<file path="src/hw/qbs_pkg.sv">
// Shared constants of the four-word burst memory port and its controller.
// Assumes one system clock; each link beat is one clock cycle with the link running.
package qbs_pkg;
    // Default geometry of the memory array
    localparam int DATA_W = 18;
    localparam int BWS_W = 2;
    localparam int ADDR_W = 6;
    // Words per burst and index width
    localparam int BURST_LEN = 4;
    localparam int IDX_W = 2;
    localparam logic [IDX_W-1:0] LAST_IDX = 2'h3;
    localparam logic [IDX_W-1:0] FIRST_IDX = 2'h0;
    // Reset values of the command pins and the link
    localparam logic SEL_IDLE_N = 1'h1;
    localparam logic OE_OFF_N = 1'h1;
    localparam logic FIRST_POS = 1'h1;
endpackage : qbs_pkg

</file>
<file path="src/hw/qbs_link_if.sv">
// Link between the burst memory port and its controller.
// Assumes both ends run on the same clk; a beat happens on each clk edge with k_run high.
`timescale 1ns/100ps
interface qbs_link_if #(
    parameter int DW = qbs_pkg::DATA_W,
    parameter int BW = qbs_pkg::BWS_W,
    parameter int AW = qbs_pkg::ADDR_W
);
    // Link clock state: running, and positive-clock beat
    logic k_run;
    logic k_pos;
    // Command and write data from the controller
    logic [AW-1:0] addr;
    logic read_port_select_n;
    logic write_port_select_n;
    logic [DW-1:0] d;
    logic [BW-1:0] byte_write_select_n;
    // Read data from the memory port
    // Read data counts as floating whenever q_oe_n is high
    logic [DW-1:0] q;
    logic q_oe_n;

    modport mem (
        input k_run, k_pos, addr, read_port_select_n, write_port_select_n, d,
        input byte_write_select_n,
        output q, q_oe_n
    );
    modport ctl (
        output k_run, k_pos, addr, read_port_select_n, write_port_select_n, d,
        output byte_write_select_n,
        input q, q_oe_n
    );
endinterface : qbs_link_if

</file>
<file path="src/hw/qbs_mem_ctl.sv">
// Controller end: turns whole-burst user requests into link commands and beats.
// Assumes the user side runs on the same clk; link beats are driven from registers.
`timescale 1ns/100ps
module qbs_mem_ctl #(
    parameter int DW = qbs_pkg::DATA_W,
    parameter int BW = qbs_pkg::BWS_W,
    parameter int AW = qbs_pkg::ADDR_W
) (
    // Clock and reset
    input wire logic clk,
    input wire logic rst_n,
    // Link to the memory port
    qbs_link_if.ctl lnk,
    // Link clock control
    input wire logic clock_stop,
    // Request
    input wire logic req_valid,
    output logic req_ready,
    input wire logic req_write,
    input wire logic [AW-1:0] req_addr,
    input wire logic [4*DW-1:0] req_wdata,
    input wire logic [4*BW-1:0] req_wmask_n,
    // Read response
    output logic rsp_valid,
    output logic [4*DW-1:0] rsp_rdata
);
    typedef struct packed {
        logic nxt_pos;
        logic k_run;
        logic k_pos;
        logic prev_run;
        logic rps_n;
        logic wps_n;
        logic [AW-1:0] addr;
        logic [DW-1:0] d;
        logic [BW-1:0] bws_n;
        logic hold_v;
        logic hold_wr;
        logic [AW-1:0] hold_a;
        logic [4*DW-1:0] hold_d;
        logic [4*BW-1:0] hold_m;
        logic last_rd;
        logic last_wr;
        logic wr_pend;
        logic [4*DW-1:0] pend_d;
        logic [4*BW-1:0] pend_m;
        logic wr_act;
        logic [qbs_pkg::IDX_W-1:0] wr_idx;
        logic [4*DW-1:0] act_d;
        logic [4*BW-1:0] act_m;
        logic [qbs_pkg::IDX_W-1:0] rcnt;
        logic [4*DW-1:0] rbuf;
        logic rsp_v;
    } qbs_ctl_state_type;

    qbs_ctl_state_type s_q;
    qbs_ctl_state_type s_d;
    logic wr_issue;

    // Next state: request intake, command issue, write beats, read capture
    always_comb begin
        s_d = s_q;
        wr_issue = 1'b0;
        s_d.rsp_v = 1'b0;
        s_d.rps_n = qbs_pkg::SEL_IDLE_N;
        s_d.wps_n = qbs_pkg::SEL_IDLE_N;
        s_d.bws_n = '1;
        s_d.prev_run = s_q.k_run;
        s_d.k_run = !clock_stop;
        if (req_valid && !s_q.hold_v) begin
            s_d.hold_v = 1'b1;
            s_d.hold_wr = req_write;
            s_d.hold_a = req_addr;
            s_d.hold_d = req_wdata;
            s_d.hold_m = req_wmask_n;
        end
        // Next beat presented only while the clock runs
        if (!clock_stop) begin
            s_d.k_pos = s_q.nxt_pos;
            s_d.nxt_pos = !s_q.nxt_pos;
            if (s_q.nxt_pos) begin
                s_d.last_rd = 1'b0;
                s_d.last_wr = 1'b0;
                // Never the same type on consecutive positive beats
                if (s_q.hold_v && !s_q.hold_wr && !s_q.last_rd) begin
                    s_d.rps_n = 1'b0;
                    s_d.addr = s_q.hold_a;
                    s_d.hold_v = 1'b0;
                    s_d.last_rd = 1'b1;
                end else if (s_q.hold_v && s_q.hold_wr && !s_q.last_wr) begin
                    s_d.wps_n = 1'b0;
                    s_d.addr = s_q.hold_a;
                    s_d.hold_v = 1'b0;
                    s_d.last_wr = 1'b1;
                    wr_issue = 1'b1;
                end
            end
            // Write words on the four beats from the next positive beat after the start cycle
            if (s_q.nxt_pos && s_q.wr_pend) begin
                s_d.d = s_q.pend_d[0 +: DW];
                s_d.bws_n = s_q.pend_m[0 +: BW];
                s_d.act_d = s_q.pend_d;
                s_d.act_m = s_q.pend_m;
                s_d.wr_act = 1'b1;
                s_d.wr_idx = 2'h1;
            end else if (s_q.wr_act) begin
                s_d.d = s_q.act_d[s_q.wr_idx*DW +: DW];
                s_d.bws_n = s_q.act_m[s_q.wr_idx*BW +: BW];
                s_d.wr_idx = s_q.wr_idx + 1'b1;
                s_d.wr_act = (s_q.wr_idx != qbs_pkg::LAST_IDX);
            end
            if (s_q.nxt_pos) begin
                s_d.wr_pend = wr_issue;
                if (wr_issue) begin
                    s_d.pend_d = s_q.hold_d;
                    s_d.pend_m = s_q.hold_m;
                end
            end
        end
        // Capture read words launched on the last running beat
        if (s_q.prev_run && !lnk.q_oe_n) begin
            s_d.rbuf[s_q.rcnt*DW +: DW] = lnk.q;
            s_d.rcnt = s_q.rcnt + 1'b1;
            s_d.rsp_v = (s_q.rcnt == qbs_pkg::LAST_IDX);
        end
    end

    // State register; selects idle at reset
    always_ff @(posedge clk or negedge rst_n) begin
        if (!rst_n) begin
            s_q <= '0;
            s_q.nxt_pos <= qbs_pkg::FIRST_POS;
            s_q.rps_n <= qbs_pkg::SEL_IDLE_N;
            s_q.wps_n <= qbs_pkg::SEL_IDLE_N;
            s_q.bws_n <= '1;
        end else begin
            s_q <= s_d;
        end
    end

    // Link and user outputs
    assign lnk.k_run = s_q.k_run;
    assign lnk.k_pos = s_q.k_pos;
    assign lnk.addr = s_q.addr;
    assign lnk.read_port_select_n = s_q.rps_n;
    assign lnk.write_port_select_n = s_q.wps_n;
    assign lnk.d = s_q.d;
    assign lnk.byte_write_select_n = s_q.bws_n;
    assign req_ready = !s_q.hold_v;
    assign rsp_valid = s_q.rsp_v;
    assign rsp_rdata = s_q.rbuf;
endmodule : qbs_mem_ctl

</file>
<file path="src/flat_wrapper.sv">
// flat-port wrapper written by rule: the top's interface ports become plain ports
module qbs_mem_ctl_flat 
#(
    parameter int DW = qbs_pkg::DATA_W,
    parameter int BW = qbs_pkg::BWS_W,
    parameter int AW = qbs_pkg::ADDR_W
)
  (clk, rst_n, clock_stop, req_valid, req_ready, req_write, req_addr, req_wdata, req_wmask_n, rsp_valid, rsp_rdata, lnk_k_run, lnk_k_pos, lnk_addr, lnk_read_port_select_n, lnk_write_port_select_n, lnk_d, lnk_byte_write_select_n, lnk_q, lnk_q_oe_n);
  qbs_link_if #(.DW(DW), .BW(BW), .AW(AW)) lnk_i ();
  input wire logic clk;
  input wire logic rst_n;
  input wire logic clock_stop;
  input wire logic req_valid;
  output logic req_ready;
  input wire logic req_write;
  input wire logic [AW-1:0] req_addr;
  input wire logic [4*DW-1:0] req_wdata;
  input wire logic [4*BW-1:0] req_wmask_n;
  output logic rsp_valid;
  output logic [4*DW-1:0] rsp_rdata;
  output wire logic [$bits(lnk_i.k_run)-1:0] lnk_k_run;
  output wire logic [$bits(lnk_i.k_pos)-1:0] lnk_k_pos;
  output wire logic [$bits(lnk_i.addr)-1:0] lnk_addr;
  output wire logic [$bits(lnk_i.read_port_select_n)-1:0] lnk_read_port_select_n;
  output wire logic [$bits(lnk_i.write_port_select_n)-1:0] lnk_write_port_select_n;
  output wire logic [$bits(lnk_i.d)-1:0] lnk_d;
  output wire logic [$bits(lnk_i.byte_write_select_n)-1:0] lnk_byte_write_select_n;
  input wire logic [$bits(lnk_i.q)-1:0] lnk_q;
  input wire logic [$bits(lnk_i.q_oe_n)-1:0] lnk_q_oe_n;
  assign lnk_k_run = lnk_i.k_run;
  assign lnk_k_pos = lnk_i.k_pos;
  assign lnk_addr = lnk_i.addr;
  assign lnk_read_port_select_n = lnk_i.read_port_select_n;
  assign lnk_write_port_select_n = lnk_i.write_port_select_n;
  assign lnk_d = lnk_i.d;
  assign lnk_byte_write_select_n = lnk_i.byte_write_select_n;
  assign lnk_i.q = lnk_q;
  assign lnk_i.q_oe_n = lnk_q_oe_n;
  qbs_mem_ctl #(.DW(DW), .BW(BW), .AW(AW)) u_core (.clk(clk), .rst_n(rst_n), .lnk(lnk_i), .clock_stop(clock_stop), .req_valid(req_valid), .req_ready(req_ready), .req_write(req_write), .req_addr(req_addr), .req_wdata(req_wdata), .req_wmask_n(req_wmask_n), .rsp_valid(rsp_valid), .rsp_rdata(rsp_rdata));
endmodule
</file>
<file path="config.mk">
export PLATFORM = sky130hd
export DESIGN_NAME = qbs_mem_ctl_flat
export DESIGN_NICKNAME = d
export VERILOG_FILES = /design/src/hw/qbs_pkg.sv /design/src/hw/qbs_link_if.sv /design/src/hw/qbs_mem_ctl.sv /design/src/flat_wrapper.sv
export SDC_FILE = /design/constraint.sdc
export NUM_CORES = 1
export LEC_CHECK = 0
export BUFFER_PORTS_ARGS = -buffer_cell sky130_fd_sc_hd__buf_2
export CAP_MARGIN = 20
export CORE_MARGIN = 4
export CORE_UTILIZATION = 24
export DETAILED_ROUTE_END_ITERATION = 7
export GPL_TIMING_DRIVEN = 0
export PLACE_DENSITY = 0.52
export SLEW_MARGIN = 15
export SYNTH_ARGS = -nofsm -noshare
export SYNTH_HDL_FRONTEND = slang
export SYNTH_SLANG_ARGS = --single-unit
</file>
<file path="constraint.sdc">
create_clock -name clk -period 2.45 [get_ports clk]
set_input_delay 0.245 -clock clk [delete_from_list [all_inputs] [get_ports clk]]
set_output_delay 0.245 -clock clk [all_outputs]
set_load 0.05 [all_outputs]
</file>
==> out/qor.csv <==
metric,value,unit
number_of_antenna_violations_at_the_first_check_in_global_routing,1,
final_ws_setup,0.1201,ns
area_growth_syn_to_layout,31.74,%
overall_global_routing_resource_usage,0.1246,
detailedPlacementHpwl,31600,µm
min_path_type,primary input to flop,
final_nets,1595,
cts_root_buffer,sky130_fd_sc_hd__clkbuf_16,
r2r_worst_path_depth,9,
synthesis.instances,1119,
finClkSkew,0.01088,ns
drc,0,
final_setup_viols,0,
pre_cts_slack,-0.8345,ns
floorplan.initialDensity,0.2433,
die_y,261.4,µm
fp.coreArea,0.06331,mm²
clk_transition_reported_paths,0.06,ns
worst-slew-pin-transition,0.8464,ns
die_area,0.06830,mm²
cp.required,2.93,ns
clk_path_buf_depth,3,
boundary_pin_count,214,
worst_hold_startpoint,lnk_q[16],
clock_sink_count,361,
ys_warn_count,0,
holdPathStages,2,
unrepaired_setup_endpoints_after_global_routing,no,
clock_buffers_created_by_tritoncts,44,
syn_avg_cell_area,13.77,µm²
antenna-diode-count,0,
vias,9964,
max_cap_viols,0,
worst_skew_pair.late_latency,0.57,ns
final_layout_size_suffix_gt1_frac,0.4914,
first_global_vias,10730,
highest_clock_frequency_the_design_can_meet,429.2,MHz
run_status,"finished, final reports clean",
numPortBuffers,212,
grt_max_degree,104,
drt_wl_total,42760,µm
whs_endpoint,u_core.rsp_rdata[16],
yosys_most_used_dff,sky130_fd_sc_hd__dfrtp_1,
hold_violations,0,
static_leakage_power,9.324,nW
post_synth_edffs,0,
die_x,261.4,µm
dr.first_iter.drc_count,495,
synthesis.nets,1235,
final_cell_area,0.02029,mm²
worstPathMaxFanout,12,
wl_per_cell,18.13,µm
setup.worst_path.class,flop to flop,
synth-seq-area-share,0.5868,
slew_viol_final,0,
htree_num_levels,2,
tritoncts,built,
worst_ir_drop_vdd,0.7235,mV
slew_headroom,0.4357,
antenna_violating_nets_post_route,0,
dpl-instance-area,0.01763,mm²
worst_r2r_startpoint,u_core.s_q[73],
grt_pass1_wl,65250,µm
regToRegSetupSlack,0.12,ns
global_route.overflow_total,0,
fin_crit_sh,0.9510,
power_density,1436,mW/mm²
critPathLaunchType,flop,
post_synth_arst_share,1.000,
route.detailed.vias_per_inst,4.226,
data_arrival_at_the_endpoint_of_the_critical_path,2.81,ns
yosys_register_bits,361,
gpl.final_weighted_congestion,0.7947,
aggregate_negative_setup_slack,0,ns
distinct_cell_type_count_after_synthesis,53,
num_rows,92,
reg2reg_to,u_core.rsp_rdata[33],
post_synth_instance_area,0.01540,mm²
worst_setup_path_startpoint,u_core.s_q[73],
detailedRoute.firstPassIterationCount,4,
fin_crit,2.330,ns
end_kind,flop,
==> worst max path at each step <==
| stage | end | slack [ns] |
|---|---|---|
| after detailed placement | u_core.rsp_rdata[31] | -0.83 |
| after floorplan | u_core.rsp_rdata[32] | 0.02 |
| after CTS | u_core.rsp_rdata[19] | -0.02 |
| final | u_core.rsp_rdata[33] | 0.12 |
| after global placement | u_core.s_q[296] | -6.13 |
| after global routing | u_core.rsp_rdata[51] | 0.002 |
==> per-layer routing <==
metal  global-route usage  vias to the layer above  share of wire  routed length [µm]
met5                    0                        -        0.00030                  13
met4              0.02892                        2          0.020                 862
met3              0.02340                       59          0.051                2195
met2               0.2106                      254           0.48               20670
met1               0.1667                     5064           0.44               19020
li1                     -                     4585              -                   -
==> flip-flops by register name, indices dropped and copies added (netlist names) <==
name,count
u_core.s_q,258
u_core.rsp_rdata,72
u_core.lnk.d,18
u_core.lnk.addr,6
u_core.lnk.byte_write_select_n,2
u_core.lnk.k_pos,1
u_core.lnk.k_run,1
u_core.lnk.read_port_select_n,1
u_core.lnk.write_port_select_n,1
u_core.rsp_valid,1
==> power by group <==
part / switching, mW / internal, mW / leakage [nW]
clock network: 2.62 / 3.97 / 0.714
registers: 1.71 / 8.79 / 4.46
logic: 6.62 / 5.44 / 4.15
==> area by class of cell <==
| type | instances | area, µm² |
|---|---|---|
| buffer | 158 | 1140 |
| clock buffer | 66 | 1285 |
| clock inverter | 13 | 186.4 |
| fill | 6459 | 43020 |
| inverter | 11 | 43.79 |
| multi-input combinational | 589 | 5413 |
| sequential | 361 | 9040 |
| tap | 846 | 1059 |
| timing repair buffer | 314 | 2128 |
==> Yosys cell counts (all sizes together), types with 3 or more instances <==
cell,number,area share
a21oi,8,0.0026
a22o,20,0.011
a32o,4,0.0026
buf,130,0.062
clkbuf,28,0.0068
dfrtp,356,0.58
dfstp,5,0.0085
ha,6,0.0049
inv,11,0.0027
mux2,259,0.19
mux2i,23,0.015
mux4,23,0.034
nand2,68,0.017
nand2b,5,0.0025
nand3,5,0.0016
nor2,49,0.012
nor2b,5,0.0022
nor3,5,0.0016
o21ai,55,0.018
o22ai,19,0.0077
or2,3,0.0012
==> cells in the final DEF (no fill, tap or decap), drive strengths merged, types with 6 or more instances in the layout <==
cell,count
dfrtp,356
buf,352
mux2,259
clkbuf,95
dlygate4sd3,91
nand2,68
o21ai,55
nor2,49
mux4,23
mux2i,23
a22o,20
o22ai,19
inv,14
a21oi,8
ha,6
==> critical path, cell delays in order (launching register included) <==
cell and delay (ns):
sky130_fd_sc_hd__dfrtp_1 0.37, sky130_fd_sc_hd__buf_6 0.15, sky130_fd_sc_hd__inv_4 0.06, sky130_fd_sc_hd__buf_12 0.15, sky130_fd_sc_hd__ha_1 0.30, sky130_fd_sc_hd__buf_4 0.17
sky130_fd_sc_hd__buf_12 0.15, sky130_fd_sc_hd__mux2i_4 0.19, sky130_fd_sc_hd__mux4_2 0.52, sky130_fd_sc_hd__o21ai_0 0.17
==> cells by family after synthesis <==
group / share of synthesized area
xor gates and xnor gates: 0.001137
and+or+nand+nor: 0.04443
AOI/OAI and AO/OA: 0.05158
adders and majority gates: 0.004873
muxes: 0.2394
buffers and inverters: 0.07180
DFF: 0.5868
==> through the flow <==
step | power (mW) | hold slack, ns | instances | util
2_1_floorplan | 18.83 | -0.05059 | 1119 | -
3_3_place_gp | 21.88 | 0.4272 | 2177 | 0.2768
3_5_place_dp | 22.11 | 0.3150 | 2181 | 0.2785
4_1_cts | 29.42 | 0.01023 | 2352 | 0.3188
5_1_grt | 30.95 | 0.03441 | 2358 | 0.3206
6_report | 29.15 | 0.05451 | 2358 | 0.3206
==> what timing repair did <==
action | in CTS | in global routing
setup buffers | 1 | 6
resized for setup | 45 | 26
endpoints found under the hold margin | 179 | 0
endpoints found under the setup margin | 93 | 75
hold buffers | 91 | 0
pin swaps | 5 | 1
No activity file was read; power rests on OpenSTA's default activity.
